### src/usr_pkg.sv
package usr_pkg;
  localparam int        STAGES      = 4;
  localparam int        CMD_W       = 8;
  localparam int        FIFO_DEPTH  = 8;
  localparam logic [1:0] MODE_HOLD  = 2'h0;
  localparam logic [1:0] MODE_RIGHT = 2'h1;
  localparam logic [1:0] MODE_LEFT  = 2'h2;
  localparam logic [1:0] MODE_LOAD  = 2'h3;
  localparam logic [3:0] STAGE_RST  = 4'h0;
  // command word layout
  localparam int        CMD_MODE_HI = 7;
  localparam int        CMD_MODE_LO = 6;
  localparam int        CMD_SER_L   = 5;
  localparam int        CMD_SER_R   = 4;
  localparam int        CMD_PAR_HI  = 3;
  localparam int        CMD_PAR_LO  = 0;
endpackage

### src/usr_fifo.sv
`timescale 1ns/10ps
module usr_fifo #(
  parameter int WIDTH = 8,
  parameter int DEPTH = 8
) (
  // clock and reset
  input  wire logic             core_clk,
  input  wire logic             rst_n,
  input  wire logic             flush,
  // fill side
  input  wire logic             in_valid,
  output logic                  in_ready,
  input  wire logic [WIDTH-1:0] in_data,
  // drain side
  output logic                  out_valid,
  input  wire logic             out_ready,
  output logic [WIDTH-1:0]      out_data
);
  localparam int AW = $clog2(DEPTH);

  logic [WIDTH-1:0] mem [DEPTH];
  logic [AW-1:0]    wr_ptr;
  logic [AW-1:0]    rd_ptr;
  logic [AW:0]      count;
  logic             push;
  logic             pop;

  assign in_ready  = (count != (AW+1)'(DEPTH));
  assign out_valid = (count != '0);
  assign push      = in_valid & in_ready;
  assign pop       = out_valid & out_ready;
  assign out_data  = mem[rd_ptr];

  always_ff @(posedge core_clk) begin
    if (push) begin
      mem[wr_ptr] <= in_data;
    end
  end

  always_ff @(posedge core_clk) begin
    if (!rst_n || flush) begin
      wr_ptr <= '0;
      rd_ptr <= '0;
      count  <= '0;
    end else begin
      if (push) begin
        wr_ptr <= (wr_ptr == AW'(DEPTH - 1)) ? '0 : wr_ptr + AW'(1);
      end
      if (pop) begin
        rd_ptr <= (rd_ptr == AW'(DEPTH - 1)) ? '0 : rd_ptr + AW'(1);
      end
      count <= count + (AW+1)'(push) - (AW+1)'(pop);
    end
  end
endmodule

### src/usr_shift4.sv
`timescale 1ns/10ps
// Behaviour
// - clear low forces all four stages low regardless of other inputs.
// - clear high, shift clock low: stages keep their levels; here queued edges still pop and move them then.
// - stages change only on rising shift clock, never high or falling; here edges are queued and apply on pop, or drop if full.
// - mode 11 on rising edge loads parallel A..D into stages 0..3.
// - mode 01 shifts right: stage 0 takes right serial input.
// - mode 10 shifts left: stage 3 takes left serial input.
// - mode 00 holds all stages whatever the clock or data.
module usr_shift4 (
  // clock and reset
  input  wire logic       core_clk,
  input  wire logic       rst_n,
  // device pins
  input  wire logic       clear_n,
  input  wire logic       shift_clk,
  input  wire logic       mode_sel_hi,
  input  wire logic       mode_sel_lo,
  input  wire logic       ser_left,
  input  wire logic       ser_right,
  input  wire logic [3:0] par_in,
  // edge acceptance
  output logic            edge_ready,
  // stage outputs
  output logic            stage_out_0,
  output logic            stage_out_1,
  output logic            stage_out_2,
  output logic            stage_out_3,
  // result stream
  output logic            word_valid,
  input  wire logic       word_ready,
  output logic [3:0]      word_data
);
  logic                      clk_prev;
  logic                      clk_rise;
  logic                      cmd_push;
  logic [usr_pkg::CMD_W-1:0] cmd_in;
  logic                      cmd_valid;
  logic                      cmd_pop;
  logic [usr_pkg::CMD_W-1:0] cmd;
  logic [1:0]                cmd_mode;
  logic [3:0]                stage;
  logic [3:0]                next_stage;

  // pins are sampled on core_clk; driver keeps levels steady around the edge
  always_ff @(posedge core_clk) begin
    if (!rst_n) begin
      clk_prev <= 1'b0;
    end else begin
      clk_prev <= shift_clk;
    end
  end

  // only low-to-high is an event; high level and falling edge do nothing
  assign clk_rise = shift_clk & ~clk_prev;
  assign cmd_in   = {mode_sel_hi, mode_sel_lo, ser_left, ser_right, par_in};
  // hold mode is never queued, so it cannot disturb the stages
  assign cmd_push = clk_rise & clear_n & (mode_sel_hi | mode_sel_lo);

  usr_fifo #(
    .WIDTH (usr_pkg::CMD_W),
    .DEPTH (usr_pkg::FIFO_DEPTH)
  ) u_cmd_fifo (
    .core_clk  (core_clk),
    .rst_n     (rst_n),
    .flush     (~clear_n),
    .in_valid  (cmd_push),
    .in_ready  (edge_ready),
    .in_data   (cmd_in),
    .out_valid (cmd_valid),
    .out_ready (cmd_pop),
    .out_data  (cmd)
  );

  // result sink stalls the queue; full queue drops edges and shows edge_ready low
  assign cmd_pop  = cmd_valid & word_ready & clear_n;
  assign cmd_mode = {cmd[usr_pkg::CMD_MODE_HI], cmd[usr_pkg::CMD_MODE_LO]};

  always_comb begin
    next_stage = stage;
    case (cmd_mode)
      usr_pkg::MODE_LOAD: begin
        next_stage = cmd[usr_pkg::CMD_PAR_HI:usr_pkg::CMD_PAR_LO];
      end
      usr_pkg::MODE_RIGHT: begin
        next_stage = {stage[2:0], cmd[usr_pkg::CMD_SER_R]};
      end
      usr_pkg::MODE_LEFT: begin
        next_stage = {cmd[usr_pkg::CMD_SER_L], stage[3:1]};
      end
      default: begin
        next_stage = stage;
      end
    endcase
  end

  always_ff @(posedge core_clk) begin
    if (!rst_n) begin
      stage <= usr_pkg::STAGE_RST;
    end else if (!clear_n) begin
      stage <= usr_pkg::STAGE_RST;
    end else if (cmd_pop) begin
      stage <= next_stage;
    end
  end

  always_ff @(posedge core_clk) begin
    if (!rst_n || !clear_n) begin
      word_valid <= 1'b0;
      word_data  <= usr_pkg::STAGE_RST;
    end else begin
      word_valid <= cmd_pop;
      if (cmd_pop) begin
        word_data <= next_stage;
      end
    end
  end

  assign stage_out_0 = stage[0];
  assign stage_out_1 = stage[1];
  assign stage_out_2 = stage[2];
  assign stage_out_3 = stage[3];
endmodule

### config.mk
export PLATFORM = sky130hd
export DESIGN_NAME = usr_shift4
export DESIGN_NICKNAME = d
export VERILOG_FILES = /design/src/usr_pkg.sv /design/src/usr_fifo.sv /design/src/usr_shift4.sv
export SDC_FILE = /design/constraint.sdc
export NUM_CORES = 1
export LEC_CHECK = 0
export ABC_AREA = 1
export BUFFER_PORTS_ARGS = -buffer_cell sky130_fd_sc_hd__buf_2
export CAP_MARGIN = 10
export CORE_AREA = 2 2 87 89
export DETAILED_ROUTE_END_ITERATION = 7
export DIE_AREA = 0 0 89 91
export PLACE_DENSITY_LB_ADDON = 0.1
export SLEW_MARGIN = 20
export SYNTH_ARGS = -nofsm -noshare
export SYNTH_HDL_FRONTEND = slang
export SYNTH_SLANG_ARGS = --single-unit
### constraint.sdc
create_clock -name core_clk -period 4.5 [get_ports core_clk]
set_input_delay 1.125 -clock core_clk [delete_from_list [all_inputs] [get_ports core_clk]]
set_output_delay 1.125 -clock core_clk [all_outputs]
set_load 0.02 [all_outputs]
==> results of run 1 <==
-- layout make-up --
cell class	instances	area share [%]
Sequential cell	83	54.45
Clock inverter	7	2.752
Inverter	72	6.392
Tap cell	99	2.930
Clock buffer	9	2.930
Timing Repair Buffer	24	2.959
Multi-Input combinational cell	235	27.58
-- synthesized netlist by cell type, types with 4 or more instances --
| cell | instances |
|---|---|
| edfxtp_1 | 64 |
| buf_6 | 5 |
| nand3_1 | 49 |
| nand3_2 | 5 |
| o21ai_0 | 4 |
| nand2_2 | 4 |
| ha_1 | 10 |
| nand2_1 | 110 |
| nand2_4 | 4 |
| inv_1 | 68 |
| dfxtp_1 | 19 |
| buf_4 | 6 |
| nor2_1 | 35 |
| o21ai_1 | 4 |
-- stage by stage --
| stage | setup WS [ps] | instance area, um2 |
|---|---|---|
| final | 1841 | 4228 |
| after global routing | 1626 | 4228 |
| after CTS | 1871 | 4228 |
| after detailed placement | 1520 | 3988 |
| after global placement | 1588 | 3988 |
| after floorplan | 1840 | 3854 |
-- metal layers --
metal / GRT usage, % / vias to the layer above / wire length, um
met2: 30.60 / 55 / 3278
li1: - / 1325 / -
met3: 3.636 / 12 / 329
met4: 8.831 / 0 / 151
met1: 27.65 / 1158 / 3285
met5: 0 / - / 0
-- flip-flops by register name (all words and copies together), names as in the netlist, named ones only --
name / cells
u_cmd_fifo.mem: 64
u_cmd_fifo.count: 4
u_cmd_fifo.rd_ptr: 3
u_cmd_fifo.wr_ptr: 3
clk_prev: 1
word_valid: 1
-- path summary, 6_finish.rpt --
path	startpoint	end	slack, ps
setup / recovery	clear_n	u_cmd_fifo.count[3]	1840
hold / removal	u_cmd_fifo.rd_ptr[1]	u_cmd_fifo.rd_ptr[1]	500
setup reg to reg	u_cmd_fifo.count[2]	u_cmd_fifo.count[3]	2140
hold reg to reg	u_cmd_fifo.rd_ptr[1]	u_cmd_fifo.rd_ptr[1]	500
-- cells in the final DEF, fill, tap and decap left out, drive strengths merged --
cell type  instances
nand2            118
inv               69
edfxtp            64
nand3             54
nor2              35
buf               24
dfxtp             19
ha                10
clkbuf             9
o21ai              8
clkinv             4
o211a              3
bufinv             3
clkinvlp           3
a21oi              2
xor2               1
nand3b             1
a22oi              1
a211oi             1
fa                 1
-- kinds of logic (layout without fill, tap and decap cells) --
family | count (synthesis) | in the layout
AO/OA/AOI/OAI | 15 | 15
XOR/XNOR | 1 | 1
flip-flops | 83 | 83
buffers and inverters | 86 | 112
adder cells (fa/ha/maj) | 11 | 11
AND/OR/NAND/NOR | 208 | 208
-- worst reg2reg max path, stage by stage (launching register included) --
cell and delay [ps]:
dfxtp_1 310, inv_1 100, ha_1 150, nand3_1 70
nand3_1 140, clkinv_1 280, ha_1 330, inv_1 70
ha_1 220, nand2_1 70, nor2_1 40, a211oi_1 260
o21ai_0 120, a21oi_1 130
-- power by group --
group / switching (mW) / internal, mW / leakage, nW
clock: 0.254 / 0.366 / 0.109
combinational: 0.0486 / 0.0221 / 1.07
sequential: 0.00315 / 0.830 / 0.730
==> results.toml, run 1 <==
[logic_synthesis]
syn_area_um2 = 3854
ys_ff_latch = 83
synth_nets = 428
synthFlopType = "edfxtp_1"
synth_xor_area_share_pct = 0.2273
yosysTopAreaCell = "edfxtp_1"
synth_top_family_by_area = "simple AND/OR/NAND/NOR gates"
ys_warn_count = 0
synth_edf_count = 64
postSynthCellCount = 404
yosys.area_share.simple_pct = 23.80
synth.distinct_cells = 25
netlist.area_leader.share_pct = 49.87
synth.area.mux_share_pct = 0
ys_seq_area_share_pct = 59.74
ys_async_sr_fraction_pct = 0
syn_area_per_cell_um2 = 9.539
synth_compound_area_share_pct = 2.468
yosys.area_share.adder_pct = 3.766
synth.area.top_cells = "edfxtp_1 (50%), nand2_1 (11%), dfxtp_1 (9.9%)"

[final_layout]
drive_gt1_share_pct = 12.33
num_antenna_cells = 0
fillers = 647
finalNetCount = 449
multi_input_area_um2 = 1166
final-seq-area_um2 = 2302
fin_cells = 529
syn_to_final_growth_pct = 9.708
utilization_pct = 59.24

[critical_path]
max_stage_delay_ps = 330
cp_top_family = "adder cells"
required_ps = 4770
path_cells = "buf_2 -> nand3_1 -> clkinv_1 -> ha_1 -> inv_1 -> ha_1 -> nand2_1 -> nor2_1 -> a211oi_1 -> o21ai_0 -> a21oi_1"
cp.depth = 11
worst_ep_arrival_time_ps = 2930
startpoint_type = "primary input"
critical_path_class = "in -> reg"
rr_worst_depth = 13
critPathMaxFanout = 9
crit_buf_inv = 3
end_kind = "register"
cpMostUsedCell = "ha_1"
slowest_stage = "ha_1"

[clock_tree]
insertion_delay_ps = 340
cts_tree = "done"
cts_buffers = 9
clockRootBuffer = "clkbuf_8"
hold_buffers = 0
clockBufferDepth = 2
cts_resized = 0
path_clk_slew_ps = 80
clkSinkCount = 83
postCtsSetupBuffers = 0
htree_levels = 3

[floorplanning]
io_pins = 23
chipHeight_um = 91
dieArea_um2 = 8099
core_area_um2 = 7137
start_util_pct = 54.00
dieWidth_um = 89
rows = 31

[run]
cap_viol_max_count = 0

[min_path]
hp-class = "reg -> reg"
hold_depth = 2

[grt]
grt_max_degree = 34
grt-ovfl-total = 0
antenna_found_initial = 0
gr-usage-all-layers_pct = 19.95
grt_pass1_vias = 2426
grt_pass1_wl_um = 11870

[sta]
max_freq_mhz = 376.1
skew_ps = 5.515
final-hold-violation-count = 0
worstMarginPinSlew_ps = 887.7
setup_violations = 0
fin_tns_setup_ps = 0
final_max_slew_viol_count = 0
fin_crit_sh_pct = 59.08
max-slew-margin-rel_pct = 40.60
hold_slack_ps = 502.2
grt_setup_unrepaired = "no"
layout_min_cycle_time_ps = 2659

[routing]
num_vias = 2550
ant_nets = 0
wl_per_cell_um = 13.32
via_per_inst = 4.820
drcViolationCount = 0
drt_iter0_markers = 152
first_pass_iters = 4
wl_um = 7044

[place]
hpwl_um = 4627
io_buffers = 22
dp_cells = 513
gp_congestion = 0.8121

[status]
status = "complete, no violations"

[pwr]
power.density_nw_per_um2 = 360.7
irDropWorstVdd_mv = 0.1889
p_leak_nw = 1.908
total_power_mw = 1.525
Note: power is estimated with default switching activity, not from simulation.
==> inputs of run 2 (changes only) <==
--- a/config.mk
+++ b/config.mk
@@ -5,12 +5,12 @@
 export SDC_FILE = /design/constraint.sdc
 export NUM_CORES = 1
 export LEC_CHECK = 0
-export ABC_AREA = 1
+export ABC_AREA = 0
 export BUFFER_PORTS_ARGS = -buffer_cell sky130_fd_sc_hd__buf_2
 export CAP_MARGIN = 10
-export CORE_AREA = 2 2 87 89
+export CORE_AREA = 2 2 84 86
 export DETAILED_ROUTE_END_ITERATION = 7
-export DIE_AREA = 0 0 89 91
+export DIE_AREA = 0 0 86 88
 export PLACE_DENSITY_LB_ADDON = 0.1
 export SLEW_MARGIN = 20
 export SYNTH_ARGS = -nofsm -noshare
==> constraint.sdc (replaced) <==
create_clock -name core_clk -period 2.3 [get_ports core_clk]
set_input_delay 0.575 -clock core_clk [delete_from_list [all_inputs] [get_ports core_clk]]
set_output_delay 0.575 -clock core_clk [all_outputs]
set_load 0.02 [all_outputs]
==> run 2 against run 1 <==
Net effect:
- critical path depth shrank 6
- register-to-register slack worse by 2000 ps
- first-iteration DRC count shrank 24%
- final cell count shrank 38%
- global-route usage down 1.6 points
- clock-buffer cell count stayed put
- largest cell class unchanged
==> results.toml, run 2 <==
[clock_tree]
clockBufferDepth = 2
path_clk_slew_ps = 80
cts_resized = 0
cts_tree = "done"
hold_buffers = 0
postCtsSetupBuffers = 0
cts_buffers = 9
clkSinkCount = 83
insertion_delay_ps = 340
clockRootBuffer = "clkbuf_8"
htree_levels = 3

[place]
dp_cells = 313
io_buffers = 22
place_ws_ps = 69.30
hpwl_um = 4297
gp_congestion = 0.8647

[pwr]
p_leak_nw = 1.376
switching_share_pct = 19.92
irDropWorstVdd_mv = 0.4160
power.density_nw_per_um2 = 762.6
pwr-share-clk_pct = 41.8
intPower_mw = 2.403
p_sw_mw = 0.5977
comb_power_share_pct = 3.9
seq_power_share_pct = 54.3

[final_layout]
largest_reg_flops = 64
layout.cells.most_common = "edfxtp_1"
drive_gt1_share_pct = 32.13
regMostFlops = "u_cmd_fifo.mem"
utilization_pct = 59.23
multi_input_area_um2 = 1006
finalNetCount = 268
reg.largest.list = "u_cmd_fifo.mem (64), u_cmd_fifo.count (4)"
final-seq-area_um2 = 2302
fillers = 522
mostFrequentLayoutCells = "edfxtp_1 (64), buf_2 (22), dfxtp_1 (19)"
syn_to_final_growth_pct = 15.80
fin_cells = 329
num_antenna_cells = 0

[status]
status = "complete, no violations"

[logic_synthesis]
synth_most_common_cell = "edfxtp_1"
ys_ff_latch = 83
synth.distinct_cells = 37
ys_warn_count = 0
ys_async_sr_fraction_pct = 0
synth_common_cells = "edfxtp_1 (64), dfxtp_1 (19), nor2_1 (17), mux4_2 (15), ha_1 (10)"
synth_nets = 226
synthFlopType = "edfxtp_1"
syn_area_per_cell_um2 = 16.82
yosysTopAreaCell = "edfxtp_1"
syn_area_um2 = 3398
postSynthCellCount = 202
netlist.area_leader.share_pct = 56.55
ys_seq_area_share_pct = 67.75
synth_edf_count = 64
synth.area.top_cells = "edfxtp_1 (57%), dfxtp_1 (11%), mux4_2 (9.9%)"

[critical_path]
slowest_stage = "mux4_2"
r2r_slack_ps = 140
max_stage_delay_ps = 540
critPathMaxFanout = 5
crit_buf_inv = 0
end_kind = "register"
required_ps = 2540
worst_ep_arrival_time_ps = 2400
startpoint_type = "register"
path_cells = "mux4_2 -> mux2_4 -> mux2i_1 -> mux2_2 -> a2111oi_2"
rr_worst_depth = 5
critical_path_class = "reg -> reg"
cp_top_family = "multiplexers"
cp.depth = 5

[sta]
grt_setup_unrepaired = "no"
fin_tns_setup_ps = 0
fin_ws_ps = 140.6
final-hold-violation-count = 0
max_freq_mhz = 463.1
layout_min_cycle_time_ps = 2159
max-slew-margin-rel_pct = 67.86
fin_crit_sh_pct = 93.89
final_max_slew_viol_count = 0
setup_violations = 0
skew_ps = 3.729
worstMarginPinSlew_ps = 481.0

[floorplanning]
chipHeight_um = 88
start_util_pct = 51.15
dieWidth_um = 86
core_area_um2 = 6644
rows = 30
io_pins = 23
dieArea_um2 = 7568

[routing]
drt_iter0_markers = 116
drcViolationCount = 0
ant_nets = 0
wl_um = 6264
first_pass_iters = 4
num_vias = 1825
via_per_inst = 5.547
wl_per_cell_um = 19.04

[grt]
grt_max_degree = 16
grt-ovfl-total = 0
gr-usage-all-layers_pct = 18.38
grt_pass1_wl_um = 9853
grt_pass1_vias = 1897
antenna_found_initial = 0

[min_path]
hp-class = "in -> reg"

[run]
cap_viol_max_count = 0
==> run 2: changes by cell type after synthesis, moves of 8 or more <==
cell / before / now
nand2_1: 110 / 7
inv_1: 68 / 7
nand3_1: 49 / 2
nor2_1: 35 / 17
mux4_2: 0 / 15
mux2i_1: 0 / 8
==> run 2: power by group through the flow <==
stage,clock network [mW],logic [mW],registers (mW)
detailed placement,0,0.118,1.66
floorplan,0,0.0665,1.66
global route,1.36,0.132,1.63
global placement,0,0.113,1.66
finish,1.25,0.117,1.63
CTS,1.28,0.118,1.63
==> run 2: worst min-delay path by stage <==
stage / start / end / slack [ps] / cells past startpoint
2_1_floorplan: u_cmd_fifo.rd_ptr[2] / register / 450 / 2
3_3_place_gp: u_cmd_fifo.rd_ptr[2] / u_cmd_fifo.rd_ptr[2] / 460 / 2
3_5_place_dp: u_cmd_fifo.rd_ptr[2] / u_cmd_fifo.rd_ptr[2] / 490 / 2
4_1_cts: shift_clk / clk_prev / 430 / 2
5_1_grt: shift_clk / clk_prev / 450 / 2
6_report: shift_clk / clk_prev / 460 / 2
==> run 2: stage by stage <==
| stage | area (um2) | power (mW) | hold slack [ps] |
|---|---|---|---|
| finish | 3935 | 3.001 | 457.4 |
| global route | 3935 | 3.118 | 449.0 |
| CTS | 3935 | 3.031 | 432.3 |
| detailed placement | 3687 | 1.782 | 485.7 |
| global placement | 3687 | 1.775 | 462.9 |
| floorplan | 3398 | 1.731 | 454.7 |
==> run 2: area by class of cell <==
cell class | count | area share (%)
Timing Repair Buffer | 40 | 6.232
Inverter | 9 | 0.8585
Clock inverter | 7 | 3.148
Clock buffer | 9 | 3.148
Multi-Input combinational cell | 101 | 25.56
Tap cell | 80 | 2.544
Sequential cell | 83 | 58.51
==> run 2: cell families after synthesis <==
| group | count (synthesis) | share of synthesized area, % |
|---|---|---|
| simple gates | 43 | 6.186 |
| flops | 83 | 67.75 |
| fa+ha+maj | 11 | 4.271 |
| compound gates | 17 | 3.792 |
| mux | 28 | 14.84 |
| buf+inv | 18 | 2.651 |
| xor+xnor | 2 | 0.5156 |
==> run 2: worst register-to-register path, delay by kind of cell (launching register included) <==
| kind | cells | cell delay [ps] |
|---|---|---|
| DFF | 1 | 450 |
| AOI/OAI and AO/OA | 1 | 330 |
| muxes | 4 | 1280 |
==> run 2: metal layers <==
metal	wire (um)	vias up	GRT usage (%)
met5	0	-	0
met4	45	0	6.782
met3	160	6	4.618
met2	3219	24	30.02
li1	-	860	-
met1	2839	935	24.09
==> inputs of run 3 (changes only) <==
--- a/config.mk
+++ b/config.mk
@@ -8,9 +8,9 @@
 export ABC_AREA = 0
 export BUFFER_PORTS_ARGS = -buffer_cell sky130_fd_sc_hd__buf_2
 export CAP_MARGIN = 10
-export CORE_AREA = 2 2 84 86
+export CORE_AREA = 2 2 77 93
 export DETAILED_ROUTE_END_ITERATION = 7
-export DIE_AREA = 0 0 86 88
+export DIE_AREA = 0 0 79 95
 export PLACE_DENSITY_LB_ADDON = 0.1
 export SLEW_MARGIN = 20
 export SYNTH_ARGS = -nofsm -noshare
==> run 3 against run 2 <==
Net effect:
- sequential cell count stayed put
- largest cell class unchanged
- first-iteration DRC count is 2.6% higher
- clock power fell by 14%
- non-clock buffer count grew 1
- routed wire length grew 1.1%
- total power down 5.8%
- combinational power is essentially flat
- critical path depth stayed put
- global-route usage rose by 0.79 points
- clock skew increased by 9.3 ps
- fmax shrank 0.82%
- register-to-register slack got worse by 20 ps
==> results.toml, run 3 (same netlist as run 2, synthesis figures left out) <==
[sta]
layout_min_cycle_time_ps = 2177
fin_ws_ps = 122.9
skew_ps = 13.06
fin_tns_setup_ps = 0
grt_setup_unrepaired = "no"
final-hold-violation-count = 0
worstMarginPinSlew_ps = 422.7
setup_violations = 0
final_max_slew_viol_count = 0
max-slew-margin-rel_pct = 71.02
fin_crit_sh_pct = 94.66
hold_slack_ps = 444.6
max_freq_mhz = 459.3

[pwr]
p_leak_nw = 1.363
irDropWorstVdd_mv = 0.4539
power.density_nw_per_um2 = 722.8
total_power_mw = 2.828

[place]
place_ws_ps = 55.44
gp_congestion = 0.8553
dp_cells = 321
hpwl_um = 4386
io_buffers = 22
place_area_um2 = 3704

[routing]
num_vias = 1854
via_per_inst = 5.501
ant_nets = 0
first_pass_iters = 4
wl_per_cell_um = 18.78
drt_iter0_markers = 119
wl_um = 6330
drcViolationCount = 0

[status]
status = "complete, no violations"

[grt]
grt_pass1_vias = 1888
grt-ovfl-total = 0
grt_max_degree = 17
antenna_found_initial = 0
grt_pass1_wl_um = 10130
gr-usage-all-layers_pct = 19.16

[final_layout]
num_antenna_cells = 0
final_cell_area_um2 = 3913
mostFrequentLayoutCells = "edfxtp_1 (64), buf_2 (22), dfxtp_1 (19), buf_4 (19), nor2_1 (17)"
fin_cells = 337
finalNetCount = 269
largest_reg_flops = 64
drive_gt1_share_pct = 32.40
fillers = 528
reg.largest.list = "u_cmd_fifo.mem (64), u_cmd_fifo.count (4)"
regMostFlops = "u_cmd_fifo.mem"
layout.cells.most_common = "edfxtp_1"
final-seq-area_um2 = 2302
multi_input_area_um2 = 1007
utilization_pct = 58.49
syn_to_final_growth_pct = 15.13

[min_path]
min_from = "shift_clk"
hold_depth = 2
hold_end = "clk_prev"
hp-class = "in -> reg"

[clock_tree]
clockBufferDepth = 2
path_clk_slew_ps = 90
hold_buffers = 0
cts_tree = "done"
htree_levels = 3
postCtsSetupBuffers = 0
cts_buffers = 9
insertion_delay_ps = 370
cts_resized = 0
clkSinkCount = 83
clockRootBuffer = "clkbuf_8"

[critical_path]
required_ps = 2560
path_cells = "mux4_2 -> mux2_4 -> mux2i_1 -> mux2_2 -> a2111oi_2"
startpoint_type = "register"
critPathMaxFanout = 5
max_stage_delay_ps = 550
critical_path_class = "reg -> reg"
worst_ep_arrival_time_ps = 2440
r2r_slack_ps = 120
rr_worst_depth = 5
end_kind = "register"
slowest_stage = "mux4_2"

[floorplanning]
dieArea_um2 = 7505
start_util_pct = 50.80
rows = 33
dieWidth_um = 79
chipHeight_um = 95
core_area_um2 = 6689
io_pins = 23

[run]
cap_viol_max_count = 0
run 3: metal layers:
| metal | GRT usage, % | routed length, um |
|---|---|---|
| met3 | 4.685 | 314 |
| met2 | 31.78 | 3205 |
| met5 | 0 | 0 |
| met1 | 23.49 | 2671 |
| met4 | 9.626 | 138 |
run 3: power breakdown:
| group | leakage [nW] | internal (mW) | switching, mW | total (mW) |
|---|---|---|---|---|
| clock | 0.102 | 0.520 | 0.560 | 1.08 |
| sequential | 0.730 | 1.62 | 0.00626 | 1.63 |
| combinational | 0.531 | 0.0503 | 0.0685 | 0.119 |
run 3: area by class of cell:
cell class                      instances  area share (%)
Tap cell                               87           2.782
Clock buffer                            9           3.166
Multi-Input combinational cell        101           25.74
Inverter                                9          0.8634
Clock inverter                          7           2.143
Sequential cell                        83           58.84
Timing Repair Buffer                   41           6.460
run 3: how the worst max path moves through the flow:
| stage | from | end | slack, ps | cells past startpoint |
|---|---|---|---|---|
| after floorplan | mode_sel_lo | u_cmd_fifo.mem[5][0] | -50 | 4 |
| after global placement | mode_sel_lo | u_cmd_fifo.mem[4][3] | 100 | 7 |
| after detailed placement | mode_sel_lo | u_cmd_fifo.mem[2][1] | 60 | 7 |
| after CTS | register | register | 110 | 5 |
| after global routing | register | register | 30 | 6 |
| final | register | register | 120 | 5 |
run 3: worst max-delay path, delay by kind of cell, from the launching register on:
family	cells	cell delay, ps
mux	4	1290
flops	1	450
compound gates	1	340
